[src/fsk_pkg.sv]
// Shared constants and types for the caller data serial output block
package fsk_pkg;

    // ************************************************************
    // Clock and derived timing
    // ************************************************************
    localparam int REF_CLK_HZ      = 100_000_000;
    localparam int CYC_PER_US      = REF_CLK_HZ / 1_000_000;
    localparam int CARRIER_TIME_US = 8000;
    localparam int CARRIER_CYC     = CARRIER_TIME_US * CYC_PER_US;
    localparam int BAUD_RATE       = 1200;
    localparam int BIT_CYC         = REF_CLK_HZ / BAUD_RATE;
    localparam int HALF_BIT_DIV    = 2400;
    localparam int HALF_BIT_CYC    = REF_CLK_HZ / HALF_BIT_DIV;

    // ************************************************************
    // Short internal intervals
    // ************************************************************
    localparam int ENABLE_CYC        = 1000;
    localparam int GUARD_PRESENT_CYC = 2000;
    localparam int GUARD_ABSENT_CYC  = 2000;
    localparam int SWITCH_CYC        = 16;

    // ************************************************************
    // Widths, indices and reset values
    // ************************************************************
    localparam int          CNT_W        = 20;
    localparam int          SYNC_W       = 7;
    localparam logic [3:0]  LAST_DATA    = 4'h7;
    localparam logic [3:0]  BYTE_BITS    = 4'h8;
    localparam logic [7:0]  SHIFT_RST    = 8'hFF;

    typedef enum logic [3:0] {
        RX_IDLE  = 4'b0001,
        RX_START = 4'b0010,
        RX_DATA  = 4'b0100,
        RX_STOP  = 4'b1000
    } fsk_rx_state_t;

endpackage

[src/fsk_sync.sv]
// Two flip-flop synchroniser for a group of pin levels
`timescale 1ns/100ps
module fsk_sync
    import fsk_pkg::*;
#(
    parameter int W = SYNC_W
)(
    input  wire logic         ref_clk,
    input  wire logic         sys_rst,
    input  wire logic [W-1:0] asyncIn,
    output logic      [W-1:0] syncOut
);
    logic [W-1:0] meta_q;
    logic [W-1:0] sync_q;

    // ************************************************************
    // First stage feeds only the second
    // ************************************************************
    always_ff @(posedge ref_clk) begin
        if (sys_rst) begin
            meta_q <= '0;
            sync_q <= '0;
        end else begin
            meta_q <= asyncIn;
            sync_q <= meta_q;
        end
    end

    assign syncOut = sync_q;

endmodule // fsk_sync

[src/fsk_hold_filter.sv]
// Level qualifier with separate assert and release hold counts
`timescale 1ns/100ps
module fsk_hold_filter
    import fsk_pkg::*;
#(
    parameter int ON_CYC  = 8,
    parameter int OFF_CYC = 8
)(
    input  wire logic ref_clk,
    input  wire logic sys_rst,
    input  wire logic levelIn,
    output logic      levelOut
);
    logic [CNT_W-1:0] cnt_q;
    logic [CNT_W-1:0] cnt_d;
    logic             out_q;
    logic             out_d;

    // ************************************************************
    // Any agreement restarts the count, so dropouts are masked
    // ************************************************************
    always_comb begin
        cnt_d = cnt_q;
        out_d = out_q;
        if (levelIn == out_q) begin
            cnt_d = '0;
        end else if (levelIn && cnt_q == CNT_W'(ON_CYC - 1)) begin
            out_d = 1'b1;
            cnt_d = '0;
        end else if (!levelIn && cnt_q == CNT_W'(OFF_CYC - 1)) begin
            out_d = 1'b0;
            cnt_d = '0;
        end else begin
            cnt_d = cnt_q + 1'b1;
        end
    end

    always_ff @(posedge ref_clk) begin
        if (sys_rst) begin
            cnt_q <= '0;
            out_q <= 1'b0;
        end else begin
            cnt_q <= cnt_d;
            out_q <= out_d;
        end
    end

    assign levelOut = out_q;

endmodule // fsk_hold_filter

[src/fsk_tone_detect_serial_out.sv]
// Alert tone qualifier, carrier detector and three-wire serial output
`timescale 1ns/100ps
module fsk_tone_detect_serial_out
    import fsk_pkg::*;
#(
    parameter int CARRIER_ON_CYC    = CARRIER_CYC,
    parameter int CARRIER_OFF_CYC   = CARRIER_CYC + 1,
    parameter int BIT_PERIOD_CYC    = BIT_CYC,
    parameter int READY_TIMEOUT_CYC = HALF_BIT_CYC
)(
    input  wire logic ref_clk,
    input  wire logic sys_rst,
    input  wire logic demodSelect,
    input  wire logic outputInterfaceSelect,
    input  wire logic toneHighDet,
    input  wire logic toneLowDet,
    input  wire logic carrierAmpOk,
    input  wire logic demodBit,
    input  wire logic serialBitClockIn,
    output logic      serialBitClockOut,
    output logic      serialBitClockOeN,
    output logic      serialData,
    output logic      byteReadyN,
    output logic      carrierPresentN,
    output logic      tonePairRaw,
    output logic      tonePairQualified,
    output logic      guardDischarge,
    output logic      guardCharge
);
    localparam int QUARTER_CYC = BIT_PERIOD_CYC / 4;
    localparam int HALF_CYC    = BIT_PERIOD_CYC / 2;

    // ************************************************************
    // Pin synchronisers
    // ************************************************************
    logic [SYNC_W-1:0] pinsS;
    logic              demodSelS;
    logic              modeS;
    logic              toneHiS;
    logic              toneLoS;
    logic              carrierAmpS;
    logic              demodBitS;
    logic              extClkS;

    fsk_sync #(.W(SYNC_W)) u_sync (
        .ref_clk (ref_clk),
        .sys_rst (sys_rst),
        .asyncIn ({demodSelect, outputInterfaceSelect, toneHighDet, toneLowDet,
                   carrierAmpOk, demodBit, serialBitClockIn}),
        .syncOut (pinsS)
    );

    assign {demodSelS, modeS, toneHiS, toneLoS, carrierAmpS, demodBitS, extClkS} = pinsS;

    // ************************************************************
    // Enable interval after each select change
    // ************************************************************
    logic             selPrev_q;
    logic             selPrev_d;
    logic [CNT_W-1:0] enCnt_q;
    logic [CNT_W-1:0] enCnt_d;
    logic             usable_q;
    logic             usable_d;
    logic             alertUsable;
    logic             demodUsable;

    always_comb begin
        selPrev_d = demodSelS;
        enCnt_d   = enCnt_q;
        usable_d  = usable_q;
        if (demodSelS != selPrev_q) begin
            enCnt_d  = '0;
            usable_d = 1'b0;
        end else if (!usable_q) begin
            if (enCnt_q == CNT_W'(ENABLE_CYC - 1)) begin
                usable_d = 1'b1;
            end else begin
                enCnt_d = enCnt_q + 1'b1;
            end
        end
    end

    always_ff @(posedge ref_clk) begin
        if (sys_rst) begin
            selPrev_q <= 1'b0;
            enCnt_q   <= '0;
            usable_q  <= 1'b0;
        end else begin
            selPrev_q <= selPrev_d;
            enCnt_q   <= enCnt_d;
            usable_q  <= usable_d;
        end
    end

    assign alertUsable = usable_q && !demodSelS;
    assign demodUsable = usable_q && demodSelS;

    // ************************************************************
    // Alert tone pair and guard time
    // ************************************************************
    logic             raw_q;
    logic             raw_d;
    logic             qualOut;
    logic             qualPrev_q;
    logic             qualPrev_d;
    logic [CNT_W-1:0] swCnt_q;
    logic [CNT_W-1:0] swCnt_d;
    logic             disch_q;
    logic             disch_d;
    logic             chg_q;
    logic             chg_d;

    // guard qualification of the raw detect
    fsk_hold_filter #(.ON_CYC(GUARD_PRESENT_CYC), .OFF_CYC(GUARD_ABSENT_CYC)) u_guard (
        .ref_clk  (ref_clk),
        .sys_rst  (sys_rst),
        .levelIn  (raw_q),
        .levelOut (qualOut)
    );

    always_comb begin
        raw_d      = toneHiS && toneLoS && alertUsable;
        qualPrev_d = qualOut;
        swCnt_d    = swCnt_q;
        disch_d    = disch_q;
        chg_d      = chg_q;
        if (qualOut && !qualPrev_q) begin
            disch_d = 1'b1;
            chg_d   = 1'b0;
            swCnt_d = CNT_W'(SWITCH_CYC - 1);
        end else if (!qualOut && qualPrev_q) begin
            chg_d   = 1'b1;
            disch_d = 1'b0;
            swCnt_d = CNT_W'(SWITCH_CYC - 1);
        end else if (swCnt_q != '0) begin
            swCnt_d = swCnt_q - 1'b1;
        end else begin
            disch_d = 1'b0;
            chg_d   = 1'b0;
        end
    end

    always_ff @(posedge ref_clk) begin
        if (sys_rst) begin
            raw_q      <= 1'b0;
            qualPrev_q <= 1'b0;
            swCnt_q    <= '0;
            disch_q    <= 1'b0;
            chg_q      <= 1'b0;
        end else begin
            raw_q      <= raw_d;
            qualPrev_q <= qualPrev_d;
            swCnt_q    <= swCnt_d;
            disch_q    <= disch_d;
            chg_q      <= chg_d;
        end
    end

    assign tonePairRaw       = raw_q;
    assign tonePairQualified = qualOut;
    assign guardDischarge    = disch_q;
    assign guardCharge       = chg_q;

    // ************************************************************
    // Carrier detector
    // ************************************************************
    logic carrierOn;

    // 8 ms assert, over 8 ms release
    fsk_hold_filter #(.ON_CYC(CARRIER_ON_CYC), .OFF_CYC(CARRIER_OFF_CYC)) u_carrier (
        .ref_clk  (ref_clk),
        .sys_rst  (sys_rst),
        .levelIn  (carrierAmpS && demodUsable),
        .levelOut (carrierOn)
    );

    assign carrierPresentN = !carrierOn;

    // ************************************************************
    // Character receiver
    // ************************************************************
    fsk_rx_state_t    state_q;
    fsk_rx_state_t    state_d;
    logic [CNT_W-1:0] phase_q;
    logic [CNT_W-1:0] phase_d;
    logic [3:0]       bitIdx_q;
    logic [3:0]       bitIdx_d;
    logic [7:0]       rxShift_q;
    logic [7:0]       rxShift_d;
    logic             markPrev_q;
    logic             bitEnd;
    logic             atQuarter;
    logic             atHalf;
    logic             byteDone;

    assign bitEnd    = phase_q == CNT_W'(BIT_PERIOD_CYC - 1);
    assign atQuarter = phase_q == CNT_W'(QUARTER_CYC);
    assign atHalf    = phase_q == CNT_W'(HALF_CYC);
    assign byteDone  = (state_q == RX_STOP) && atHalf && carrierOn;

    always_comb begin
        state_d   = state_q;
        phase_d   = bitEnd ? '0 : phase_q + 1'b1;
        bitIdx_d  = bitIdx_q;
        rxShift_d = rxShift_q;
        if (!carrierOn) begin
            state_d = RX_IDLE;
            phase_d = '0;
        end else begin
            case (state_q)
                RX_IDLE: begin
                    phase_d = '0;
                    if (markPrev_q && !demodBitS) begin
                        state_d = RX_START;
                    end
                end
                RX_START: begin
                    // False start if the line is back at mark
                    if (atHalf && demodBitS) begin
                        state_d = RX_IDLE;
                    end else if (bitEnd) begin
                        state_d  = RX_DATA;
                        bitIdx_d = '0;
                    end
                end
                RX_DATA: begin
                    if (atQuarter) begin
                        rxShift_d[bitIdx_q[2:0]] = demodBitS;
                    end
                    if (bitEnd) begin
                        if (bitIdx_q == LAST_DATA) begin
                            state_d = RX_STOP;
                        end else begin
                            bitIdx_d = bitIdx_q + 1'b1;
                        end
                    end
                end
                RX_STOP: begin
                    // Leave at mid stop so the next start edge is seen
                    if (atHalf) begin
                        state_d = RX_IDLE;
                    end
                end
                default: begin
                    state_d = RX_IDLE;
                end
            endcase
        end
    end

    always_ff @(posedge ref_clk) begin
        if (sys_rst) begin
            state_q    <= RX_IDLE;
            phase_q    <= '0;
            bitIdx_q   <= '0;
            rxShift_q  <= SHIFT_RST;
            markPrev_q <= 1'b1;
        end else begin
            state_q    <= state_d;
            phase_q    <= phase_d;
            bitIdx_q   <= bitIdx_d;
            rxShift_q  <= rxShift_d;
            markPrev_q <= demodBitS;
        end
    end

    // ************************************************************
    // Three-wire output
    // ************************************************************
    logic             clkOut_q;
    logic             clkOut_d;
    logic             data_q;
    logic             data_d;
    logic             readyN_q;
    logic             readyN_d;
    logic [CNT_W-1:0] rdyCnt_q;
    logic [CNT_W-1:0] rdyCnt_d;
    logic [7:0]       txShift_q;
    logic [7:0]       txShift_d;
    logic [3:0]       txLeft_q;
    logic [3:0]       txLeft_d;
    logic             extPrev_q;
    logic             extRise;

    assign extRise = extClkS && !extPrev_q;

    always_comb begin
        clkOut_d  = 1'b1;
        data_d    = data_q;
        readyN_d  = readyN_q;
        rdyCnt_d  = (rdyCnt_q != '0) ? rdyCnt_q - 1'b1 : '0;
        txShift_d = txShift_q;
        txLeft_d  = txLeft_q;
        if (!carrierOn) begin
            data_d   = 1'b1;
            readyN_d = 1'b1;
            rdyCnt_d = '0;
        end else if (!modeS) begin
            txLeft_d = '0;
            if (state_q == RX_DATA) begin
                clkOut_d = clkOut_q;
                if (atQuarter) begin
                    data_d   = demodBitS;
                    clkOut_d = 1'b0;
                end else if (atHalf) begin
                    clkOut_d = 1'b1;
                end
            end
            if (byteDone) begin
                readyN_d = 1'b0;
                rdyCnt_d = CNT_W'(QUARTER_CYC - 1);
            end else if (rdyCnt_q == '0) begin
                readyN_d = 1'b1;
            end
        end else begin
            if (byteDone) begin
                readyN_d  = 1'b0;
                rdyCnt_d  = CNT_W'(READY_TIMEOUT_CYC - 1);
                txShift_d = rxShift_q;
                txLeft_d  = BYTE_BITS;
            end else begin
                if (extRise && txLeft_q != '0) begin
                    data_d    = txShift_q[0];
                    txShift_d = {1'b1, txShift_q[7:1]};
                    txLeft_d  = txLeft_q - 1'b1;
                end
                if (extRise || rdyCnt_q == '0) begin
                    readyN_d = 1'b1;
                end
            end
        end
    end

    always_ff @(posedge ref_clk) begin
        if (sys_rst) begin
            clkOut_q  <= 1'b1;
            data_q    <= 1'b1;
            readyN_q  <= 1'b1;
            rdyCnt_q  <= '0;
            txShift_q <= SHIFT_RST;
            txLeft_q  <= '0;
            extPrev_q <= 1'b0;
        end else begin
            clkOut_q  <= clkOut_d;
            data_q    <= data_d;
            readyN_q  <= readyN_d;
            rdyCnt_q  <= rdyCnt_d;
            txShift_q <= txShift_d;
            txLeft_q  <= txLeft_d;
            extPrev_q <= extClkS;
        end
    end

    // drive the clock pin only in mode 0
    assign serialBitClockOeN = modeS;
    assign serialBitClockOut = clkOut_q;
    assign serialData        = data_q;
    assign byteReadyN        = readyN_q;
endmodule // fsk_tone_detect_serial_out

[config.mk]
export PLATFORM = sky130hd
export DESIGN_NAME = fsk_tone_detect_serial_out
export DESIGN_NICKNAME = d
export VERILOG_FILES = /design/src/fsk_pkg.sv /design/src/fsk_sync.sv /design/src/fsk_hold_filter.sv /design/src/fsk_tone_detect_serial_out.sv
export SDC_FILE = /design/constraint.sdc
export NUM_CORES = 1
export LEC_CHECK = 0
export BUFFER_PORTS_ARGS = -buffer_cell sky130_fd_sc_hd__buf_2
export CAP_MARGIN = 20
export CORE_MARGIN = 1
export CORE_UTILIZATION = 55
export DETAILED_ROUTE_END_ITERATION = 10
export PLACE_DENSITY = 0.69
export SLEW_MARGIN = 5
export SYNTH_ARGS = -nofsm -noshare
export SYNTH_HDL_FRONTEND = slang
export SYNTH_SLANG_ARGS = --single-unit
[constraint.sdc]
create_clock -name ref_clk -period 2.9 [get_ports ref_clk]
set_input_delay 0 -clock ref_clk [delete_from_list [all_inputs] [get_ports ref_clk]]
set_output_delay 0 -clock ref_clk [all_outputs]
set_load 0.01 [all_outputs]
* After elaboration in Yosys (flattened, before gate mapping)
Cells that the tools add are included.
** Storage, ports and cells
- Register bits :: 175
- Bits of input ports :: 9
- Output and inout bits :: 9
** Cells by class
- Add/subtract/negate cells :: 8
- $lt $le $gt $ge :: 2
- Eq/ne operators :: 29
- Multiplexer cells :: 49
- Bitwise operators :: 6
- Reductions and logical operators :: 58
** Operator list (count)
- 20-bit by 1-bit adder with 20-bit output, second input constant :: 4
- 20-bit two-way mux :: 4
- 4-bit two-way mux :: 16
- 20-bit == test, second input constant :: 2
- 20-bit nonzero test :: 2
- 20-bit by 1-bit subtractor with 20-bit output, second input constant :: 2
- 1-bit two-way mux :: 23
- 20-bit by 10-bit == test with 1-bit output, second input constant :: 1
- 20-bit by 11-bit == test with 1-bit output, second input constant :: 1
- 20-bit by 15-bit == test with 1-bit output, second input constant :: 1
- 20-bit by 16-bit == test with 1-bit output, second input constant :: 1
- 20-bit by 17-bit == test with 1-bit output, second input constant :: 1
- 20-bit logical NOT :: 1
- 2-bit != test, second input constant :: 10
- 1-bit logical AND :: 18
- 8-bit two-way mux :: 2
- 4-bit one-hot mux with 4 select lines :: 1
- 4-bit OR reduction :: 4
- 2-bit nonzero test :: 7
- 3-bit != test, second input constant :: 4
- 2-bit AND reduction :: 5
- 8-bit bitwise mux :: 1
- 4-bit by 3-bit == test with 1-bit output, second input constant :: 2
- 1-bit logical NOT :: 8
- 21 further kinds :: 31

* Longest topological paths before layout
Gate-level depths: netlist of run 1.
- Word-level depth :: 6
- Depth in mapped cells :: 8

* Cells and area by module
A second synthesis of run 1 with hierarchy kept.
** Second synthesis, totals
- Cell total of the unflattened synthesis :: 916
- Area, all modules :: 8072.7 sq um
** Modules (own cells, without submodules)
- fsk_tone_detect_serial_out :: times used 1, cells an instance 654, area each 5634.2 sq um, seq. area each 2382.3 sq um
- fsk_hold_filter at u_carrier :: times used 1, cells an instance 120, area each 1063.5 sq um, seq. area each 420.4 sq um
- fsk_hold_filter at u_guard :: times used 1, cells an instance 113, area each 967.2 sq um, seq. area each 420.4 sq um
- fsk_sync :: times used 1, cells an instance 29, area each 407.9 sq um, seq. area each 280.3 sq um

* Least setup slack after synthesis of run 1
Ideal clock, no wire load.
- Path type :: reg-to-reg
- Start point :: reg phase_q[7]
- End point :: reg rdyCnt_q[3]
- Library setup time :: 122 ps
- Data arrival time :: 1933 ps
- Required time :: 2778 ps
- Setup slack :: 845 ps
- Cell stages (with the launch flop) :: 7
- Period minus slack after synthesis :: 2055 ps
- Cell sequence :: dfxtp_1 -> or3b_4 -> or3_1 -> nor2_2 -> nand3b_1 -> buf_4 -> a21oi_1
** On the way
- Longest elaborated chain between the ends :: 5
- Elaborated cells on any way between the ends :: 6
- Those cells by class :: eq/ne (1); mux (3); reduce/logical (2)
** Ends and longest elaborated chain
- start, declared :: line fsk_tone_detect_serial_out.sv:184 : logic [CNT_W-1:0] phase_q;
- start signal, assigned :: line fsk_tone_detect_serial_out.sv:260 : phase_q <= phase_d;
- 20-bit by 16-bit == test with 1-bit output (*) :: line fsk_tone_detect_serial_out.sv:198 : assign atHalf = phase_q == CNT_W'(HALF_CYC);
- 1-bit logical AND (*) (2 in a row) :: line fsk_tone_detect_serial_out.sv:199 : assign byteDone = (state_q == RX_STOP) && atHalf && carrierOn;
- 20-bit two-way mux (on tied branches) :: line fsk_tone_detect_serial_out.sv:309, fsk_tone_detect_serial_out.sv:316
- 20-bit two-way mux (*) :: line fsk_tone_detect_serial_out.sv:298 : end else if (!modeS) begin
- end signal, assigned :: line fsk_tone_detect_serial_out.sv:347 : rdyCnt_q <= rdyCnt_d;
- end, declared :: line fsk_tone_detect_serial_out.sv:276 : logic [CNT_W-1:0] rdyCnt_q;
Mark *: on every way between the ends. The rest lies on a longest branch, timed or not.
A chain may end at the register's enable or synchronous reset.

* Final worst setup path of run 1
- Start point :: reg phase_q[7]
- End point :: reg rdyCnt_q[13]
Same word-level chain as after synthesis.

==> results.ini, run 1 <==
[critical_path]
cp.required_ps = 3180
critical_path_class = flop to flop
worstPathMaxFanout = 19
critPathCaptureType = flop
startpoint_type = flop
critical_path_arrival_ps = 2770

[timing]
hold_viol_final = 0
worstMarginPinSlew_ps = 895
max_freq_mhz = 402
setup_viol = 0
fin_crit_ps = 2490
rsz0062_at_grt = false
period_share_pct = 85.9
final_max_slew_viol_count = 0
fin_skew_ps = 7.05
setup_tns_ps = 0
relSlewSlack_pct = 39.8
whs_ps = 55.9

[logic_synthesis]
synthArstFlopShare_pct = 0
yosysWarnings = 0
synth_enable_flop_cells = 0
syn_inst = 895
synth_cell_types = 72
syn_area_um2 = 8040
ys_ff_latch = 175
avgSynthCellArea_um2 = 8.98
syn_nets = 921
yosysSeqAreaShare_pct = 43.6
synthFlopType = dfxtp_1

[clock_network]
clk_path_buf_depth = 2
clk_pin_slew_ps = 60
ctsHtreeMaxLevel = 4
cts_setup_buffers = 0
root_buffer = clkbuf_16
ctsResizeCount = 0
holdBufCountCts = 7
cts_tree = yes
insertion_delay_ps = 430
numCtsBuffers = 17
cts.sinks = 175

[route]
drt_iter0_drc = 355
post_drt_wl_per_cell_um = 14.4
drt-vias-per-instance = 5.67
wirelength_um = 16000
ant_nets = 0
vias = 6285
drt_first_pass_iters = 5
remaining_drc_errors = 0

[placed_design]
placed_cell_area_um2 = 8220
dp_hpwl_um = 11200
portBuffers = 17
place.gp.congestion = 0.818

[worst_hold_path]
hp-class = primary input to flop

[global_route]
grt_pass1_vias = 6023
grt_max_degree = 31
grtUsageTotal_pct = 22.9
grt_pass1_wl_um = 27200
overflow = 0
grt_antenna_before_repair = 0

[power]
vdd_ir_drop_max_mv = 0.431
power_frac_comb_pct = 15.5
power_switching_uw = 1570
swShare_pct = 26.4
seqPwrFrac_pct = 44.9
power_density_nw_per_um2 = 669
p_int_uw = 4380
p_leak_uw = 0.00314
power_frac_clock_pct = 39.6

[floorplan]
core-area_um2 = 14100
initial_core_util_pct = 57.0
dieArea_um2 = 15100
rows = 43
die-width_um = 123
io_pins = 18
dieHeight_um = 123

[finish]
final_cell_area_um2 = 8900
final_common_cell = dfxtp_1
mostFrequentLayoutCells = dfxtp_1, nor2_1, xnor2_1
antenna_cells = 0
fin_nets = 943
n_fill_cell = 1194
area_growth_pct = 10.7
drive_above_1_share_pct = 8.62

[run]
drv_cap = 0

[outcome]
outcome = finished, final reports clean

critical path: stages (launching register included):
cell and delay [ps]:
dfxtp_1 420, or3b_4 440, or3_1 480, nor2_2 250, nand3b_1 540, o21ai_0 210
stage by stage:
step	cells	util, %	power (µW)	setup slack [ps]
after global placement	1071	58.3	3580	532
final	1108	63.1	5960	410
after global routing	1108	63.1	6230	203
after floorplan	895	-	3440	845
after CTS	1108	63.1	6000	414
after detailed placement	1071	58.3	3620	408
power by group through the flow:
| stage | Sequential, µW | Combinational, µW | Clock (µW) |
|---|---|---|---|
| 3_3_place_gp | 2720 | 864 | 0 |
| 5_1_grt | 2690 | 1020 | 2520 |
| 3_5_place_dp | 2720 | 893 | 0 |
| 6_report | 2680 | 920 | 2360 |
| 2_1_floorplan | 2690 | 744 | 0 |
| 4_1_cts | 2670 | 917 | 2410 |
path summary, 6_finish.rpt:
path / from / to / slack, ps / depth (start not counted)
max: phase_q[7] / rdyCnt_q[13] / 410 / 5
min: sys_rst / u_carrier.levelOut / 60 / 3
max reg2reg: phase_q[7] / rdyCnt_q[13] / 410 / 5
min reg2reg: u_sync.meta_q[5] / u_sync.syncOut[5] / 440 / 1
layout make-up:
cell class	count	area, µm²	share of cell area, %
Clock inverter	11	166	1.87
Sequential cell	175	3500	39.4
Tap cell	180	225	2.53
Clock buffer	19	443	4.98
Timing Repair Buffer	30	200	2.25
Multi-Input combinational cell	664	4250	47.8
Inverter	29	109	1.22
state kept, by name, indices dropped and copies added (netlist names), 4 cells and up:
register,count
state_q,4
u_carrier.cnt_q,20
u_sync.meta_q,7
u_sync.syncOut,7
txLeft_q,4
swCnt_q,20
rxShift_q,8
rdyCnt_q,20
phase_q,20
txShift_q,8
enCnt_q,20
u_guard.cnt_q,20
bitIdx_q,4
Yosys cell counts, types with 15 or more instances:
| library cell | n | area (µm²) |
|---|---|---|
| nand4_1 | 22 | 138 |
| nand2_1 | 55 | 206 |
| and3_1 | 17 | 106 |
| nor2b_1 | 17 | 106 |
| nor2_1 | 147 | 552 |
| xnor2_1 | 59 | 517 |
| nor4_1 | 17 | 106 |
| mux2i_1 | 20 | 200 |
| nor3_1 | 31 | 155 |
| dfxtp_1 | 175 | 3500 |
| o21ai_0 | 15 | 75.1 |
| inv_1 | 29 | 109 |
| nand3_1 | 35 | 175 |
| ha_1 | 17 | 213 |
| xor2_1 | 36 | 315 |
| clkbuf_1 | 17 | 63.8 |
| a21oi_1 | 28 | 140 |
cells by family after synthesis:
logic type,count (synthesis),share of synthesized area [%]
compound gates,105,8.87
flops,175,43.6
buf+inv,56,3.55
simple gates,427,28.5
fa+ha+maj,17,2.65
xor+xnor,95,10.3
mux,20,2.49
layer usage:
metal / up-vias / part of all wire, % / global-route usage, %
li1: 3180 / - / -
met1: 2998 / 46 / 27.7
met2: 94 / 50 / 38.8
met3: 13 / 2.9 / 5.90
met4: 0 / 0.89 / 8.61
met5: - / 0 / 0
No activity file was read; power rests on OpenSTA's default activity.
==> inputs of run 2 (changes only) <==
--- a/config.mk
+++ b/config.mk
@@ -10,7 +10,7 @@
 export CORE_MARGIN = 1
 export CORE_UTILIZATION = 55
 export DETAILED_ROUTE_END_ITERATION = 10
-export PLACE_DENSITY = 0.69
+export PLACE_DENSITY = 0.8
 export SLEW_MARGIN = 5
 export SYNTH_ARGS = -nofsm -noshare
 export SYNTH_HDL_FRONTEND = slang
==> run 2 against run 1 <==
Wire length fell by 4.8%. Register-to-register slack improved by 160 ps. Clock power fell by 10%. Cell area fell by 0.63%. Critical endpoint is now rdyCnt_q[5].
==> results.ini, run 2 (same netlist as run 1, synthesis figures left out) <==
[outcome]
outcome = finished, final reports clean

[timing]
fin_crit_ps = 2330  ; -165 ps
period_share_pct = 80.2  ; -5.7 points
rsz0062_at_grt = false
relSlewSlack_pct = 38.2  ; -1.6 points
max_freq_mhz = 430  ; +7.1%
worstMarginPinSlew_ps = 919  ; +24.0 ps
final_max_slew_viol_count = 0  ; unchanged
setup_tns_ps = 0  ; unchanged
fin_skew_ps = 6.72  ; -0.326 ps
hold_viol_final = 0  ; unchanged
setup_viol = 0  ; unchanged

[worst_hold_path]
hp-class = primary input to flop
holdCritStartpoint = sys_rst

[critical_path]
r2r_start = phase_q[7]
critPathCaptureType = flop
cp-startpoint = phase_q[7]
cp.required_ps = 3190  ; about the same
worstPathMaxFanout = 19  ; unchanged
startpoint_type = flop
critical_path_arrival_ps = 2610  ; -160 ps
critical_path_class = flop to flop

[route]
vias = 6177  ; -1.7%
drt_iter0_drc = 401  ; +13%
drt_first_pass_iters = 4  ; -1
ant_nets = 0  ; unchanged
drt-vias-per-instance = 5.56  ; -1.9%
post_drt_wl_per_cell_um = 13.7  ; -5.0%
wirelength_um = 15200  ; -4.8%
remaining_drc_errors = 0  ; unchanged

[floorplan]
rows = 43  ; unchanged
dieHeight_um = 123  ; unchanged
initial_core_util_pct = 57.0  ; unchanged
die-width_um = 123  ; unchanged
dieArea_um2 = 15100  ; unchanged
core-area_um2 = 14100  ; unchanged
io_pins = 18  ; unchanged

[clock_network]
root_buffer = clkbuf_16
ctsResizeCount = 0  ; unchanged
clk_pin_slew_ps = 60  ; about the same
holdBufCountCts = 7  ; unchanged
cts_tree = yes
ctsHtreeMaxLevel = 4  ; unchanged
cts.sinks = 175  ; unchanged
insertion_delay_ps = 430  ; about the same
clk_path_buf_depth = 2  ; unchanged
numCtsBuffers = 17  ; unchanged
cts_setup_buffers = 0  ; unchanged

[global_route]
overflow = 0  ; unchanged
grt_max_degree = 29  ; -6.5%
grt_pass1_wl_um = 25800  ; -5.0%
top_usage_layer = met2
grtUsageTotal_pct = 21.5  ; -1.4 points
met1_usage_pct = 27.4  ; -0.29 points
grtUsageMet3_pct = 5.72  ; -0.18 points
grtUsageMet2_pct = 34.7  ; -4.1 points
grt_pass1_vias = 5684  ; -5.6%
grt_antenna_before_repair = 0  ; unchanged

[placed_design]
portBuffers = 17  ; unchanged
place.gp.congestion = 0.877  ; +7.1%
dp_hpwl_um = 10400  ; -7.3%

[run]
drv_cap = 0  ; unchanged

[finish]
final_common_cell = dfxtp_1
fin_nets = 943  ; unchanged
mostFrequentLayoutCells = dfxtp_1, nor2_1, xnor2_1
antenna_cells = 0  ; unchanged
final_util_pct = 62.7  ; -0.40 points
area_growth_pct = 9.97
drive_above_1_share_pct = 8.82  ; +0.20 points

[power]
vdd_ir_drop_max_mv = 0.497  ; +15%
power_density_nw_per_um2 = 643  ; -4.0%
p_leak_uw = 0.00310  ; -1.4%

run 2: worst paths after layout:
path / end / slack [ps] / cells after the start
min reg2reg: u_sync.syncOut[4] / 440 / 1
max: rdyCnt_q[5] / 570 / 5
max reg2reg: rdyCnt_q[5] / 570 / 5
min: qualPrev_q / 60 / 2
run 2: stage by stage:
stage	setup slack (ps)	area, µm²	total power (µW)	hold slack [ps]	std cells
floorplan	845	8040	3440	118	895
global placement	636	8220	3580	212	1071
detailed placement	599	8220	3610	216	1071
CTS	570	8840	5730	33.8	1110
global route	368	8840	5970	69.3	1110
finish	575	8840	5680	55.8	1110
run 2: power by group:
group          total [µW]  internal (µW)  switching (µW)
clock network        2120           1170             953
logic                 893            386             508
registers            2670           2540             127
run 2: area by class of cell:
type,count,area (µm²)
clock buffers,21,470
flip-flops and latches,175,3500
well taps,180,225
fillers,1188,5250
inverters,29,109
multi-input cells,664,4250
repair buffers,30,200
clock inverters,11,82.6
run 2: critical path: stages, from the launching register on:
cell and delay [ps]:
dfxtp_1 440, or3b_4 450, or3_1 480, nor2_2 130, nand3b_1 490, o21ai_0 190
run 2: per-layer routing:
| layer | part of all wire, % | wire [µm] | up-vias |
|---|---|---|---|
| li1 | - | - | 3199 |
| met1 | 49 | 7380 | 2887 |
| met2 | 47 | 7160 | 72 |
| met3 | 3.0 | 453 | 19 |
| met4 | 1.4 | 208 | 0 |
| met5 | 0 | 0 | - |
==> inputs of run 3 (changes only) <==
--- a/config.mk
+++ b/config.mk
@@ -10,7 +10,7 @@
 export CORE_MARGIN = 1
 export CORE_UTILIZATION = 55
 export DETAILED_ROUTE_END_ITERATION = 10
-export PLACE_DENSITY = 0.8
+export PLACE_DENSITY = 0.83
 export SLEW_MARGIN = 5
 export SYNTH_ARGS = -nofsm -noshare
 export SYNTH_HDL_FRONTEND = slang
==> constraint.sdc (replaced) <==
create_clock -name ref_clk -period 2.1 [get_ports ref_clk]
set_input_delay 0 -clock ref_clk [delete_from_list [all_inputs] [get_ports ref_clk]]
set_output_delay 0 -clock ref_clk [all_outputs]
set_load 0.01 [all_outputs]
==> run 3 against run 2 <==
Combinational power up 51%. Critical path type unchanged. Wire length up 6.8%. Sequential cell count unchanged. Global-route usage up 1.5 points. Via count up 5.8%. Cell area up 5.6%. Critical path depth up 1. Sequential power up 39%. Sequential share of layout area down 2.1 points. Clock skew down 1.9 ps. Clock power up 52%. Clock-buffer cell count unchanged.
==> results.ini, run 3 (same netlist as run 1, synthesis figures left out) <==
[global_route]
overflow = 0  ; unchanged
grt_pass1_vias = 6024  ; +6.0%
grt_antenna_before_repair = 0  ; unchanged
grtUsageMet3_pct = 4.20  ; -1.5 points
top_usage_layer = met2
grtUsageMet2_pct = 36.8  ; +2.1 points
grt_max_degree = 22  ; -24%
grt_pass1_wl_um = 27500  ; +6.6%
met1_usage_pct = 30.6  ; +3.2 points
grtUsageTotal_pct = 22.9  ; +1.5 points

[floorplan]
dieArea_um2 = 15100  ; unchanged
die-width_um = 123  ; unchanged
io_pins = 18  ; unchanged
core-area_um2 = 14100  ; unchanged
dieHeight_um = 123  ; unchanged
rows = 43  ; unchanged
initial_core_util_pct = 57.0  ; unchanged

[placed_design]
dp_hpwl_um = 11000  ; +6.3%
dp_cells = 1120  ; +4.6%
placed_cell_area_um2 = 8610  ; +4.8%
place.gp.congestion = 0.886  ; +1.1%
portBuffers = 17  ; unchanged

[finish]
final_common_cell = dfxtp_1
finalNonFillerCells = 1160  ; +4.5%
drive_above_1_share_pct = 13.9  ; +5.1 points
area_growth_pct = 16.1
antenna_cells = 0  ; unchanged
fin_nets = 994  ; +5.4%
final_cell_area_um2 = 9340  ; +5.6%
mostFrequentLayoutCells = dfxtp_1, nor2_1, xnor2_1

[clock_network]
ctsHtreeMaxLevel = 4  ; unchanged
insertion_delay_ps = 430  ; about the same
cts_tree = yes
root_buffer = clkbuf_16
cts.sinks = 175  ; unchanged
clk_path_buf_depth = 2  ; unchanged
clk_pin_slew_ps = 60  ; about the same
numCtsBuffers = 17  ; unchanged

[power]
vdd_ir_drop_max_mv = 0.699  ; +41%
p_int_uw = 6070  ; +48%
power_frac_clock_pct = 39.0  ; +1.7 points
p_leak_uw = 0.00340  ; +9.8%
power_density_nw_per_um2 = 885  ; +38%
power_switching_uw = 2190  ; +38%
swShare_pct = 26.5  ; -1.4 points
seqPwrFrac_pct = 44.7  ; -2.3 points
power_frac_comb_pct = 16.3  ; +0.6 points

[critical_path]
worstPathMaxFanout = 5  ; -14
critical_path_class = flop to flop
critPathCaptureType = flop
critical_path_arrival_ps = 2460  ; -150 ps
r2r_start = phase_q[4]
startpoint_type = flop
reg2reg_depth = 6  ; +1
cp.required_ps = 2470  ; -720 ps
r2r_end = bitIdx_q[0]
regToRegSetupSlack_ps = 9  ; -570 ps

[timing]
final_max_slew_viol_count = 0  ; unchanged
setup_viol = 0  ; unchanged
worstMarginPinSlew_ps = 664  ; -255 ps
fin_crit_ps = 2090  ; -234 ps
whs_ps = 315  ; +259 ps
rsz0062_at_grt = true
relSlewSlack_pct = 55.6  ; +17 points
max_freq_mhz = 478  ; +11%
fin_skew_ps = 4.86  ; -1.86 ps
hold_viol_final = 0  ; unchanged
period_share_pct = 99.6  ; +19 points

[worst_hold_path]
hold-path-endpoint = u_sync.meta_q[2]
hold_path_depth = 3  ; +1
holdCritStartpoint = carrierAmpOk
hp-class = primary input to flop

[route]
wirelength_um = 16200  ; +6.8%
drt_first_pass_iters = 5  ; +1
post_drt_wl_per_cell_um = 14.0  ; +2.2%
remaining_drc_errors = 0  ; unchanged
drt_iter0_drc = 473  ; +18%
drt-vias-per-instance = 5.64  ; +1.3%
ant_nets = 0  ; unchanged
vias = 6538  ; +5.8%

[outcome]
outcome = finished, final reports clean

[run]
drv_cap = 0  ; unchanged

run 3: cell count changes in the layout (fill, tap and decap cells not counted), moves of 2 or more:
cell / delta
buf_4: +48
bufinv_16: +3
buf_12: +2
clkinvlp_4: -2
inv_6: -2
run 3: timing repair:
action / 4_1_cts / 5_1_grt
gates resized for setup: 1 / 6
cloned: 0 / 0
hold buffers: 8 / 0
buffers inserted: 0 / 1
pin swaps: 0 / 1
endpoints found under the hold margin: 15 / 0
setup endpoints to repair: 1 / 13
run 3: metal layers:
metal,vias up,routed length [µm]
met5,-,0
met2,141,7620
met1,3061,7750
met3,30,607
li1,3306,-
met4,0,251
run 3: final cells by class:
cell class	instances	area [µm²]
well taps	180	225
fillers	1108	4760
repair buffers	81	611
flip-flops and latches	175	3500
multi-input cells	664	4280
inverters	29	109
clock buffers	21	470
clock inverters	10	136
run 3: power groups by stage:
stage / combinational, µW / sequential (µW) / clock, µW
after floorplan: 1030 / 3720 / 0
after global placement: 1260 / 3750 / 0
after detailed placement: 1290 / 3760 / 0
after CTS: 1310 / 3690 / 3260
after global routing: 1510 / 3720 / 3380
final: 1350 / 3700 / 3220
run 3: metrics by stage:
stage	setup WS [ps]	utilization, %	total power [µW]	TNS, ps
3_3_place_gp	55.2	61.1	5020	0
6_report	8.83	66.2	8260	0
3_5_place_dp	-4.48	61.1	5050	-4.48
4_1_cts	1.64	66.0	8260	0
2_1_floorplan	44.5	-	4750	0
5_1_grt	-70.9	66.2	8620	-143
run 3: worst max-delay path by stage:
stage             endpoint  slack (ps)  startpoint
2_1_floorplan  rdyCnt_q[3]          40  phase_q[7]
3_3_place_gp   bitIdx_q[3]          60  state_q[0]
3_5_place_dp   bitIdx_q[0]          -4  phase_q[4]
4_1_cts        bitIdx_q[0]           2  phase_q[4]
5_1_grt        bitIdx_q[0]         -70  phase_q[4]
6_report       bitIdx_q[0]           9  phase_q[4]
run 3: critical path, cell delays in order, from the launching register on:
cell	delay, ps
dfxtp_1	310
or4b_4	550
nor4_4	300
o2111ai_2	200
buf_4	190
or3_1	320
a21oi_2	150
